`src/rtl/csoir_pkg.sv`:
```
// Shared constants for the core status, option and interrupt register set.
// Assumes a 9-bit data-memory address formed by the core from the bank bits.
`default_nettype none

package csoir_pkg;

   // ------------------------------------------------------------------
   // data memory addressing
   // ------------------------------------------------------------------
   localparam int ADDR_W = 9;
   localparam int BANK_BYTES = 128;
   localparam logic [8:0] ADDR_ARITH_STATUS = 9'h003;
   localparam logic [8:0] ADDR_CORE_IRQ_CTRL = 9'h00B;
   localparam logic [8:0] ADDR_PRESCALE_OPTION = 9'h081;
   localparam logic [8:0] ADDR_PERIPH_IRQ_EN = 9'h08C;
   // address bits compared; cleared bits are the mirrored bank bits
   localparam logic [8:0] MIRROR_ALL_BANKS = 9'h07F;
   localparam logic [8:0] MIRROR_ODD_BANKS = 9'h0FF;
   localparam logic [8:0] MIRROR_NONE = 9'h1FF;

   // ------------------------------------------------------------------
   // arith_status_bank fields
   // ------------------------------------------------------------------
   localparam int BIT_IND_BANK = 7;
   localparam int BIT_DBANK_HI = 6;
   localparam int BIT_DBANK_LO = 5;
   localparam int BIT_WDOG_EXPIRY = 4;
   localparam int BIT_POWER_DOWN = 3;
   localparam int BIT_RES_NULL = 2;
   localparam int BIT_NIBBLE_OVF = 1;
   localparam int BIT_MSB_OVF = 0;

   // ------------------------------------------------------------------
   // timer_prescale_option fields
   // ------------------------------------------------------------------
   localparam int BIT_PULLUP_DIS = 7;
   localparam int BIT_EXT_EDGE = 6;
   localparam int BIT_T0_SRC = 5;
   localparam int BIT_T0_EDGE = 4;
   localparam int BIT_PRESC_ASSIGN = 3;
   localparam int BIT_RATE_HI = 2;
   localparam int BIT_RATE_LO = 0;
   localparam logic [3:0] T0_RATE_OFFSET = 4'h1;

   // ------------------------------------------------------------------
   // core_interrupt_control fields
   // ------------------------------------------------------------------
   localparam int BIT_GLOBAL_EN = 7;
   localparam int BIT_PERIPH_GRP_EN = 6;
   localparam int BIT_T0OVF_EN = 5;
   localparam int BIT_EXTPIN_EN = 4;
   localparam int BIT_PORTCHG_EN = 3;
   localparam int BIT_T0OVF_FLAG = 2;
   localparam int BIT_EXTPIN_FLAG = 1;
   localparam int BIT_PORTCHG_FLAG = 0;

   // ------------------------------------------------------------------
   // reset values and write masks
   // ------------------------------------------------------------------
   localparam logic [7:0] RST_ARITH_STATUS = 8'h18;
   localparam logic [7:0] RST_CORE_IRQ_CTRL = 8'h00;
   localparam logic [7:0] RST_PRESCALE_OPTION = 8'hFF;
   localparam logic [7:0] RST_PERIPH_IRQ_EN = 8'h00;
   localparam logic [7:0] PERIPH_IRQ_EN_WR_MASK = 8'h4F;

   // ------------------------------------------------------------------
   // flag-affecting operation kinds
   // ------------------------------------------------------------------
   typedef enum logic [4:0] {
      CSOIR_OP_ADD = 5'h01,
      CSOIR_OP_SUB = 5'h02,
      CSOIR_OP_ROT_RIGHT = 5'h04,
      CSOIR_OP_ROT_LEFT = 5'h08,
      CSOIR_OP_LOGIC = 5'h10
   } csoir_op_e;

endpackage : csoir_pkg

`default_nettype wire

```
`src/rtl/csoir_flag_calc.sv`:
```
// Computes result-null, nibble overflow and msb overflow for one operation.
// Assumes operands are stable for the cycle in which the core applies them.
`default_nettype none

module csoir_flag_calc (
   // operation
   input wire csoir_pkg::csoir_op_e aluOp,
   input wire logic [7:0] opA,
   input wire logic [7:0] opB,
   input wire logic [7:0] logicResult,
   input wire logic carryIn,
   // flags
   output logic resultNull,
   output logic nibbleOvf,
   output logic msbOvf
);
   import csoir_pkg::*;

   logic isSub;
   logic [7:0] addend;
   logic [8:0] sum;
   logic [4:0] nibSum;
   logic [7:0] result;

   // subtraction adds the two's complement, so borrow reads inverted
   assign isSub = (aluOp == CSOIR_OP_SUB);
   assign addend = isSub ? ~opB : opB;
   assign sum = {1'b0, opA} + {1'b0, addend} + {8'h00, isSub};
   assign nibSum = {1'b0, opA[3:0]} + {1'b0, addend[3:0]} + {4'h0, isSub};

   always_comb begin
      unique case (aluOp)
         CSOIR_OP_ADD, CSOIR_OP_SUB: begin
            result = sum[7:0];
            msbOvf = sum[8];
         end
         CSOIR_OP_ROT_RIGHT: begin
            result = {carryIn, opA[7:1]};
            msbOvf = opA[0];
         end
         CSOIR_OP_ROT_LEFT: begin
            result = {opA[6:0], carryIn};
            msbOvf = opA[7];
         end
         default: begin
            result = logicResult;
            msbOvf = carryIn;
         end
      endcase
   end

   assign nibbleOvf = nibSum[4];
   assign resultNull = (result == 8'h00);

endmodule : csoir_flag_calc

`default_nettype wire

```
`src/rtl/csoir_prescaler.sv`:
```
// Shared prescaler: divides the timer0 source or postscales the watchdog.
// Assumes source ticks and the external clock pin are synchronous to ref_clk.
`default_nettype none

module csoir_prescaler #(
   parameter int CNT_W = 8
) (
   // clock and reset
   input wire logic ref_clk,
   input wire logic rst,
   input wire logic clkEn,
   // configuration
   input wire logic srcExternal,
   input wire logic fallingEdge,
   input wire logic assignWatchdog,
   input wire logic [2:0] rateSel,
   input wire logic prescClear,
   // sources
   input wire logic instrCycleTick,
   input wire logic timer0ExtClockPin,
   input wire logic watchdogBaseTick,
   // outputs
   output logic timer0IncTick,
   output logic watchdogPostTick
);
   import csoir_pkg::*;

   function automatic logic [CNT_W-1:0] rateMask(input logic [3:0] span);
      logic [CNT_W:0] one;
      one = {{CNT_W{1'b0}}, 1'b1} << span;
      rateMask = one[CNT_W-1:0] - {{(CNT_W-1){1'b0}}, 1'b1};
   endfunction : rateMask

   logic [CNT_W-1:0] cnt_ff;
   logic extPrev_ff;
   logic extEdge;
   logic srcTick;
   logic cntTick;
   logic [3:0] span;
   logic [CNT_W-1:0] mask;
   logic full;

   assign extEdge = fallingEdge ? (extPrev_ff & ~timer0ExtClockPin) : (~extPrev_ff & timer0ExtClockPin);
   assign srcTick = srcExternal ? extEdge : instrCycleTick;
   // one counter only, so the unassigned side always runs undivided
   assign cntTick = assignWatchdog ? watchdogBaseTick : srcTick;
   assign span = assignWatchdog ? {1'b0, rateSel} : ({1'b0, rateSel} + T0_RATE_OFFSET);
   assign mask = rateMask(span);
   assign full = ((cnt_ff & mask) == mask);
   assign timer0IncTick = assignWatchdog ? srcTick : (srcTick & full);
   assign watchdogPostTick = assignWatchdog ? (watchdogBaseTick & full) : watchdogBaseTick;

   always_ff @(posedge ref_clk) begin
      if (rst) begin
         cnt_ff <= '0;
         extPrev_ff <= 1'b0;
      end else if (clkEn) begin
         extPrev_ff <= timer0ExtClockPin;
         if (prescClear) begin
            cnt_ff <= '0;
         end else if (cntTick) begin
            cnt_ff <= cnt_ff + {{(CNT_W-1){1'b0}}, 1'b1};
         end
      end
   end

endmodule : csoir_prescaler

`default_nettype wire

```
`src/rtl/csoir_regs.sv`:
```
// Status, option and interrupt register set of an 8-bit core, as data memory.
// Assumes the core drives one access per cycle and pulses instruction events.
`default_nettype none

module csoir_regs (
   // clock and reset
   input wire logic ref_clk,
   input wire logic rst,
   input wire logic clkEn,
   // data memory access
   input wire logic [csoir_pkg::ADDR_W-1:0] memAddr,
   input wire logic memWrEn,
   input wire logic [7:0] memWrData,
   input wire logic memRdEn,
   output logic [7:0] memRdData,
   // bank selection to the core
   output logic indirectBank,
   output logic [1:0] directBank,
   // flag computation
   input wire logic flagUpdNull,
   input wire logic flagUpdArith,
   input wire csoir_pkg::csoir_op_e aluOp,
   input wire logic [7:0] aluOpA,
   input wire logic [7:0] aluOpB,
   input wire logic [7:0] aluLogicResult,
   output logic msbOvfFlag,
   // power and watchdog events
   input wire logic watchdogClearInstr,
   input wire logic sleepInstr,
   input wire logic watchdogTimeout,
   // timer sources
   input wire logic instrCycleTick,
   input wire logic timer0ExtClockPin,
   input wire logic watchdogBaseTick,
   input wire logic timer0Overflow,
   output logic timer0IncTick,
   output logic watchdogPostTick,
   // port B
   input wire logic extIrqPin,
   input wire logic [3:0] portBUpperPins,
   input wire logic portBRead,
   input wire logic [7:0] portBLatch,
   output logic [7:0] pullupEnable,
   // interrupts
   input wire logic [7:0] peripheralIrqFlags,
   output logic coreIrq
);
   import csoir_pkg::*;

   // ------------------------------------------------------------------
   // address decode
   // ------------------------------------------------------------------
   function automatic logic regHit(input logic [ADDR_W-1:0] addr, input logic [8:0] target,
                                   input logic [8:0] cmpMask);
      regHit = (((addr ^ target) & cmpMask) == 9'h000);
   endfunction : regHit

   wire hitStatus = regHit(memAddr, ADDR_ARITH_STATUS, MIRROR_ALL_BANKS);
   wire hitIrqCtrl = regHit(memAddr, ADDR_CORE_IRQ_CTRL, MIRROR_ALL_BANKS);
   wire hitOption = regHit(memAddr, ADDR_PRESCALE_OPTION, MIRROR_ODD_BANKS);
   wire hitPeriphEn = regHit(memAddr, ADDR_PERIPH_IRQ_EN, MIRROR_NONE);
   wire statusWr = memWrEn & hitStatus;
   wire irqCtrlWr = memWrEn & hitIrqCtrl;
   wire optionWr = memWrEn & hitOption;
   wire periphEnWr = memWrEn & hitPeriphEn;

   // ------------------------------------------------------------------
   // registers
   // ------------------------------------------------------------------
   logic [7:0] status_ff;
   logic [7:0] option_ff;
   logic [7:0] irqCtrl_ff;
   logic [7:0] periphEn_ff;
   logic [7:0] rdData_ff;
   logic [7:0] pullup_ff;
   logic extPrev_ff;
   logic [3:0] portSnap_ff;
   logic [7:0] nxt_status;
   logic [7:0] nxt_irqCtrl;
   logic [7:0] nxt_pullup;
   logic [7:0] rdMux;

   // ------------------------------------------------------------------
   // flag computation
   // ------------------------------------------------------------------
   logic calcNull;
   logic calcNibble;
   logic calcMsb;

   csoir_flag_calc u_flag_calc (
      .aluOp(aluOp),
      .opA(aluOpA),
      .opB(aluOpB),
      .logicResult(aluLogicResult),
      .carryIn(status_ff[BIT_MSB_OVF]),
      .resultNull(calcNull),
      .nibbleOvf(calcNibble),
      .msbOvf(calcMsb)
   );

   // rotates leave the nibble flag alone
   wire nibbleUpd = flagUpdArith & ((aluOp == CSOIR_OP_ADD) | (aluOp == CSOIR_OP_SUB));
   wire flagsBusy = flagUpdNull | flagUpdArith;

   // ------------------------------------------------------------------
   // status next value
   // ------------------------------------------------------------------
   always_comb begin
      nxt_status = status_ff;
      if (statusWr) begin
         nxt_status[BIT_IND_BANK] = memWrData[BIT_IND_BANK];
         nxt_status[BIT_DBANK_HI:BIT_DBANK_LO] = memWrData[BIT_DBANK_HI:BIT_DBANK_LO];
      end
      // computed flags beat a same-instruction write to the register
      if (statusWr & ~flagsBusy) begin
         nxt_status[BIT_RES_NULL:BIT_MSB_OVF] = memWrData[BIT_RES_NULL:BIT_MSB_OVF];
      end
      if (flagUpdNull) begin
         nxt_status[BIT_RES_NULL] = calcNull;
      end
      if (nibbleUpd) begin
         nxt_status[BIT_NIBBLE_OVF] = calcNibble;
      end
      if (flagUpdArith) begin
         nxt_status[BIT_MSB_OVF] = calcMsb;
      end
      if (watchdogClearInstr | sleepInstr) begin
         nxt_status[BIT_WDOG_EXPIRY] = 1'b1;
      end
      if (watchdogTimeout) begin
         nxt_status[BIT_WDOG_EXPIRY] = 1'b0;
      end
      if (watchdogClearInstr) begin
         nxt_status[BIT_POWER_DOWN] = 1'b1;
      end
      if (sleepInstr) begin
         nxt_status[BIT_POWER_DOWN] = 1'b0;
      end
   end

   // ------------------------------------------------------------------
   // interrupt events
   // ------------------------------------------------------------------
   wire extEdgeSel = option_ff[BIT_EXT_EDGE];
   wire extEdge = extEdgeSel ? (extIrqPin & ~extPrev_ff) : (~extIrqPin & extPrev_ff);
   // mismatch keeps re-setting the flag until a port read refreshes the snapshot
   wire portMismatch = (portBUpperPins != portSnap_ff);

   always_comb begin
      nxt_irqCtrl = irqCtrl_ff;
      if (irqCtrlWr) begin
         nxt_irqCtrl = memWrData;
      end
      // events win over a software clear in the same cycle
      if (timer0Overflow) begin
         nxt_irqCtrl[BIT_T0OVF_FLAG] = 1'b1;
      end
      if (extEdge) begin
         nxt_irqCtrl[BIT_EXTPIN_FLAG] = 1'b1;
      end
      if (portMismatch) begin
         nxt_irqCtrl[BIT_PORTCHG_FLAG] = 1'b1;
      end
   end

   // ------------------------------------------------------------------
   // interrupt request
   // ------------------------------------------------------------------
   wire [2:0] coreEnables = irqCtrl_ff[BIT_T0OVF_EN:BIT_PORTCHG_EN];
   wire [2:0] coreFlags = irqCtrl_ff[BIT_T0OVF_FLAG:BIT_PORTCHG_FLAG];
   wire coreReq = |(coreEnables & coreFlags);
   wire periphReq = irqCtrl_ff[BIT_PERIPH_GRP_EN] & (|(periphEn_ff & peripheralIrqFlags));
   assign coreIrq = irqCtrl_ff[BIT_GLOBAL_EN] & (coreReq | periphReq);

   // ------------------------------------------------------------------
   // read path and pull-ups
   // ------------------------------------------------------------------
   assign rdMux = hitStatus ? status_ff :
                  hitIrqCtrl ? irqCtrl_ff :
                  hitOption ? option_ff :
                  hitPeriphEn ? periphEn_ff : 8'h00;
   assign nxt_pullup = option_ff[BIT_PULLUP_DIS] ? 8'h00 : portBLatch;

   // ------------------------------------------------------------------
   // state update
   // ------------------------------------------------------------------
   always_ff @(posedge ref_clk) begin
      if (rst) begin
         status_ff <= RST_ARITH_STATUS;
         option_ff <= RST_PRESCALE_OPTION;
         irqCtrl_ff <= RST_CORE_IRQ_CTRL;
         periphEn_ff <= RST_PERIPH_IRQ_EN;
         rdData_ff <= 8'h00;
         pullup_ff <= 8'h00;
         extPrev_ff <= 1'b0;
         portSnap_ff <= 4'h0;
      end else if (clkEn) begin
         status_ff <= nxt_status;
         irqCtrl_ff <= nxt_irqCtrl;
         pullup_ff <= nxt_pullup;
         extPrev_ff <= extIrqPin;
         if (optionWr) begin
            option_ff <= memWrData;
         end
         if (periphEnWr) begin
            periphEn_ff <= memWrData & PERIPH_IRQ_EN_WR_MASK;
         end
         if (memRdEn) begin
            rdData_ff <= rdMux;
         end
         if (portBRead) begin
            portSnap_ff <= portBUpperPins;
         end
      end
   end

   assign memRdData = rdData_ff;
   assign indirectBank = status_ff[BIT_IND_BANK];
   assign directBank = status_ff[BIT_DBANK_HI:BIT_DBANK_LO];
   assign msbOvfFlag = status_ff[BIT_MSB_OVF];
   assign pullupEnable = pullup_ff;

   // ------------------------------------------------------------------
   // shared prescaler
   // ------------------------------------------------------------------
   // an option write, or a watchdog clear while the prescaler is assigned to the watchdog, restarts the division
   wire prescClear = optionWr | (watchdogClearInstr & option_ff[BIT_PRESC_ASSIGN]);

   csoir_prescaler #(
      .CNT_W(8)
   ) u_prescaler (
      .ref_clk(ref_clk),
      .rst(rst),
      .clkEn(clkEn),
      .srcExternal(option_ff[BIT_T0_SRC]),
      .fallingEdge(option_ff[BIT_T0_EDGE]),
      .assignWatchdog(option_ff[BIT_PRESC_ASSIGN]),
      .rateSel(option_ff[BIT_RATE_HI:BIT_RATE_LO]),
      .prescClear(prescClear),
      .instrCycleTick(instrCycleTick),
      .timer0ExtClockPin(timer0ExtClockPin),
      .watchdogBaseTick(watchdogBaseTick),
      .timer0IncTick(timer0IncTick),
      .watchdogPostTick(watchdogPostTick)
   );
endmodule : csoir_regs

`default_nettype wire

```
`config.mk`:
```
export PLATFORM = sky130hd
export DESIGN_NAME = csoir_regs
export DESIGN_NICKNAME = d
export VERILOG_FILES = /design/src/rtl/csoir_pkg.sv /design/src/rtl/csoir_flag_calc.sv /design/src/rtl/csoir_prescaler.sv /design/src/rtl/csoir_regs.sv
export SDC_FILE = /design/constraint.sdc
export NUM_CORES = 1
export LEC_CHECK = 0
export BUFFER_PORTS_ARGS = -buffer_cell sky130_fd_sc_hd__buf_2
export CORE_ASPECT_RATIO = 1.25
export CORE_UTILIZATION = 25
export DETAILED_ROUTE_END_ITERATION = 8
export PLACE_DENSITY_LB_ADDON = 0.25
export SLEW_MARGIN = 25
export SYNTH_ARGS = -nofsm -noshare
export SYNTH_HDL_FRONTEND = slang
export SYNTH_SLANG_ARGS = --single-unit
export TNS_END_PERCENT = 5
```
`constraint.sdc`:
```
create_clock -name ref_clk -period 2.9 [get_ports ref_clk]
set_input_delay 0.29 -clock ref_clk [delete_from_list [all_inputs] [get_ports ref_clk]]
set_output_delay 0.29 -clock ref_clk [all_outputs]
set_load 0.1 [all_outputs]
```
# ---- Word level (Yosys, flattened, before mapping)
# Index checks and enable logic that the tools add are counted.
# W data, S select, Z words.
dict set report totals {
  register_bits 59
  latchBits 0
  ram_bits 0
  romBits 0
  wordCells 127
  memories 0
}
dict set report op_classes {
  add_sub_neg 7
  mul 0
  n_div 0
  magnitude_cmp 0
  eq_ne 7
  shift 1
  muxes 29
  bitwise 33
  reduce_logical 32
}
# op count
set op_table {}
lappend op_table {{$mux W8} 7}
lappend op_table {{$logic_not A9 Y1} 4}
lappend op_table {{$reduce_and A2 Y1} 14}
lappend op_table {{$pmux W8 S3} 1}
lappend op_table {{$reduce_bool A2 Y1} 9}
lappend op_table {{$mux W1} 16}
lappend op_table {{$and A1 B1 Y1} 15}
lappend op_table {{$add A8 B8 Y9} 1}
lappend op_table {{$add A9 B1 Y9} 1}
lappend op_table {{$add A8 B1 Y8 const B} 1}
lappend op_table {{$and A7 B8 Y8} 1}
lappend op_table {{$and A8 B8 Y8} 1}
lappend op_table {{$eq A8 B8 Y1} 1}
lappend op_table {{$logic_not A8 Y1} 1}
lappend op_table {{$not A8 Y8} 1}
lappend op_table {{$reduce_or A8 Y1} 1}
lappend op_table {{$shl A1 B4 Y8 const A} 1}
lappend op_table {{$sub A8 B1 Y8 const B} 1}
lappend op_table {{$mux W7} 1}
lappend op_table {{$mux W3} 2}
lappend op_table {{$not A3 Y3} 2}
lappend op_table {{$add A4 B4 Y5} 1}
lappend op_table {{$add A5 B1 Y5} 1}
lappend op_table {{$eq A5 B1 Y1 const B} 1}
lappend op_table {{other kinds (15)} 24}

# ---- Logic depth before layout (Yosys ltp)
dict set report depth {
  word_depth 8
  ltp_mapped 13
  ltp_nobuf 11
}

# ---- Modules after synthesis
# A second synthesis with hierarchy kept.
dict set report unflattened {
  hier_cells 478
  area_unflattened_um2 3801.1
}
# module n_inst cells_each area_per_inst_um2
set by_module_without_submodules {}
lappend by_module_without_submodules {csoir_regs 1 286 2338.5}
lappend by_module_without_submodules {csoir_prescaler 1 104 813.3}
lappend by_module_without_submodules {csoir_flag_calc 1 88 649.4}

# ---- Least setup slack after synthesis
# No wires, ideal clock.
dict set report synth_timing {
  path_kind {register -> output}
  from {reg option_ff[0]}
  to {out timer0IncTick}
  arrival_time_ps 4361
  required_ps 2610
  slack_ps -1751
  path_stages_with_launch 14
  n_path_buf 2
  cell_sequence {dfxtp_1 ha_1 clkbuf_1 nor2b_1 nor3_1 a22oi_1 ha_1 buf_1 nor3b_1 a21oi_1 o221ai_1 a32oi_1 o211ai_1 a21boi_0}
}
dict set report synth_between {
  elab_chain_cells 8
}
# element line
set synth_rtl {}
lappend synth_rtl {{start: declaration} csoir_regs.sv:71} ;# logic [7:0] option_ff;
lappend synth_rtl {{start signal: assignment} csoir_regs.sv:203} ;# option_ff <= memWrData;
lappend synth_rtl {{$add A3 B1 Y4} csoir_prescaler.sv:47} ;# assign span = assignWatchdog ? {1'b0, rateSel} : ({1'b0, rateSel} + T0_RATE_OFFSET);
lappend synth_rtl {{$mux W4 *} csoir_prescaler.sv:47}
lappend synth_rtl {{$shl A1 B4 Y8 *} csoir_prescaler.sv:30} ;# one = {{CNT_W{1'b0}}, 1'b1} << span;
lappend synth_rtl {{$sub A8 B1 Y8 *} csoir_prescaler.sv:31} ;# rateMask = one[CNT_W-1:0] - {{(CNT_W-1){1'b0}}, 1'b1};
lappend synth_rtl {{$and A8 B8 Y8} csoir_prescaler.sv:49} ;# assign full = ((cnt_ff & mask) == mask);
lappend synth_rtl {{$eq A8 B8 Y1 *} csoir_prescaler.sv:49}
lappend synth_rtl {{$and A1 B1 Y1 *} csoir_prescaler.sv:50} ;# assign timer0IncTick = assignWatchdog ? srcTick : (srcTick & full);
lappend synth_rtl {{$mux W1 *} csoir_prescaler.sv:50}
lappend synth_rtl {{end: declaration} csoir_regs.sv:36} ;# output logic timer0IncTick,
# Mark *: on every way between the ends. The rest lies on a longest branch, timed or not.

# ---- Worst setup path after layout
dict set report layout_timing {
  from {reg option_ff[1]}
  to {out timer0IncTick}
}
# Same word-level chain as after synthesis.

==> summary.md <==
| Metric | Value |
|---|---|
| Outcome | complete, but fails checks |
| Violated checks | setup timing |
| Antenna viol nets, final | 0 |
| Cell count after synthesis | 496 |
| Static leakage | between 2 and 2.5 nW |
| WP data required | 2.61 ns |
| Critical path type | flip-flop to primary output |
| Max Cap Viol | 0 |
| Ys Warns | 0 |
| Final Wtd Congestion | roughly 0.82 |
| Vias post-DR | roughly 4000 |
| Slew margin rel. | 0.476 |
| Rows | 50 |
| WL per Instance | 14.9 um |
| Tot GR Track Use | 0.155 |
| Area grow syn2layout | 31.3% |
| Routed WL | 12100 um |
| CTS root buf | clkbuf_16 |
| Vias in the first global route | between 3000 and 4000 |
| Setup violators final | 2 |
| Final net count | around 690 |
| First-pass GRT wire length | between 15000 and 20000 um |
| Skew final | about 0.0051 ns |
| Initial antenna violation count | 1 |
| Post-Place Cells | a little under 800 |
| Synth cell types | 63 |
| Fmax | 334 MHz |
| Die Height | ~140 um |
| Synth async-reset ratio | 0 |
| Die extent in x | between 100 and 150 um |
| Worst-path clk slew | approximately 0.060 ns |
| Core Region | roughly 0.015 sq mm |
| Cell area after synthesis | a little under 0.004 sq mm |
| DP Wirelength | about 9400 um |
| Worst min-delay path category | primary input to flip-flop |
| ANT cells | 0 |
| Worst setup margin | -0.0917 ns |
| Sequential share of the synthesized area | 0.305 |
| HP Start | portBLatch[2] |
| Port Buf Inserts | about 100 |
| Crit. End Element | primary output |
| Main synth FF type | dfxtp_1 |
| Pin count of the biggest net entering global routing | 38 |
| CTS max path bufs | 2 |
| Least-Margin Pin Slew | roughly 0.79 ns |
| CP arrival | 2.70 ns |
| FF-to-FF Start | option_ff[4]$_SDFFE_PP1P_ |
| Cts bufs inserted | 9 |
| IO Count | between 100 and 150 |
| Critical path startpoint | option_ff[1]$_SDFFE_PP1P_ |
| DRT iter0 DRCs | roughly 190 |
| Final Non-Filler Cells | around 810 |
| Seq cells post-synth | 59 |
| Post-route minimum period | approximately 3 ns |
| First drt pass iteration count | 5 |
| Grt ovf | 0 |
| Die area | ~0.016 sq mm |
| Period utilization | 1.03 |
| Final Hold Vio Count | 0 |
| Max Transition Viols Final | 0 |
| Drt drc | 0 |
| FILL cells | roughly 1600 |
| EDFF count, synth | 0 |
| Vias per Instance | just under 5 |
| Startpoint Class | flip-flop |
| CTS tree | done |
| Pwr/cell area | approximately 440 mW/mm^2 |
| Initial Utilization | 0.257 |
| Clock sinks | between 50 and 60 |
| CP Max Fanout | 8 |
| Share of layout cells above drive strength 1 | 0.270 |
| Mapped Nets | 590 |
| Hold-fix buffers, CTS | 0 |
| Syn Area/Cell | 7.81 sq um |
| VDD IR max | between 200 and 250 uV |
| Unrepaired setup endpoints after global routing | yes |
| Worst-skew pair later-pin latency | roughly 0.33 ns |
| Worst hold margin | approximately 0.19 ns |
| H-tree depth | 3 |
## worst max-delay path, cell delays in order, from the launching register on
cell	delay, ns
dfxtp_4	0.37
ha_4	0.18
nor2b_4	0.15
nor3_1	0.05
a22oi_1	0.16
ha_2	0.30
nor3b_2	0.06
a21oi_1	0.12
o221ai_1	0.13
a32oi_1	0.20
o211ai_1	0.24
a21boi_4	0.22
buf_12	0.19
## layer usage
layer	wire length, um	track usage	vias up
met5	8	0	-
met4	178	0.0561	2
met3	676	0.0370	12
met2	6060	0.274	112
met1	5160	0.182	1853
li1	-	-	1985
## cell type report
class                      instances  area [sq um]  share of cell area
clock buffer                       9           225              0.0443
clock inverter                     7          76.3              0.0150
inverter                          19          71.3              0.0140
multi-input combinational        389          2570               0.505
sequential                        59          1190               0.234
tap                              208           260              0.0511
timing repair buffer             121           697               0.137
## placed cells by master (no fill, tap or decap), types with 16 or more instances in the layout
cell,synthesis,final
xnor2_1,16,16
a21oi_1,48,48
inv_1,19,18
nor2_1,54,53
mux2i_1,23,23
buf_4,2,18
nor2b_1,17,16
dfxtp_1,59,56
nand2_1,45,45
buf_2,3,99
## registers in the layout, summed over array words and instances (netlist names)
name	flops
extPrev_ff	1
irqCtrl_ff	8
memRdData	8
option_ff	8
periphEn_ff	5
portSnap_ff	4
pullupEnable	8
status_ff	8
u_prescaler.cnt_ff	8
u_prescaler.extPrev_ff	1
## metrics by stage
| step | TNS, ns | power [W] | util | cell area (sq um) | worst slack, ns |
|---|---|---|---|---|---|
| finish | -0.175 | 0.00223 | 0.338 | 5090 | -0.0917 |
| global route | -0.556 | 0.00235 | 0.338 | 5090 | -0.284 |
| CTS | -0.256 | 0.00227 | 0.337 | 5080 | -0.145 |
| detailed placement | -0.0851 | 0.00118 | 0.312 | 4710 | -0.0469 |
| global placement | -0.0274 | 0.00118 | 0.312 | 4710 | -0.0197 |
| floorplan | -0.0930 | 0.00105 | - | 3900 | -0.0383 |
## final timing paths
check | to | depth (start not counted) | slack (ns)
worst max-delay path | timer0IncTick | 12 | -0.09
worst min-delay path | pullupEnable[2]$_SDFFE_PP0P_ | 3 | 0.19
worst max register to register | u_prescaler.cnt_ff[6]$_SDFFE_PP0P_ | 6 | 0.97
worst min register to register | memRdData[1]$_SDFFE_PP0P_ | 2 | 0.45
## timing repair
item / CTS / global route
pin swaps: 7 / 2
setup endpoints to repair: 2 / 2
resized for setup: 16 / 2
setup buffers: 2 / 0
## report_power, final
group	switching, W	leakage, nW	internal [W]
logic	0.000192	1.54	0.000136
clock network	0.000400	0.142	0.000668
registers	0.0000120	0.478	0.000824
total	0.000604	2.16	0.00163
## synthesized netlist by cell type, types with 6 or more instances
cell type / count / area (sq um)
mux2i_1: 23 / 230
nor3b_1: 7 / 52.6
o21ai_0: 14 / 70.1
a21oi_1: 48 / 240
and3_1: 6 / 37.5
nor3_1: 13 / 65.1
nor2b_1: 17 / 106
o211ai_1: 8 / 60.1
xnor2_1: 16 / 140
inv_1: 19 / 71.3
ha_1: 11 / 138
nor2_1: 54 / 203
nand3_1: 14 / 70.1
nand2_1: 45 / 169
clkbuf_1: 20 / 75.1
dfxtp_1: 59 / 1180
xor2_1: 10 / 87.6
nand3b_1: 10 / 75.1
nand2b_1: 8 / 50.1
## cell families after synthesis
group,Yosys count,synth area share
mux,23,0.0594
flops,59,0.305
compound gates,129,0.222
buf+inv,48,0.0494
fa+ha+maj,12,0.0407
simple gates,199,0.264
xor+xnor,26,0.0588
No activity file was read; power rests on OpenSTA's default activity.
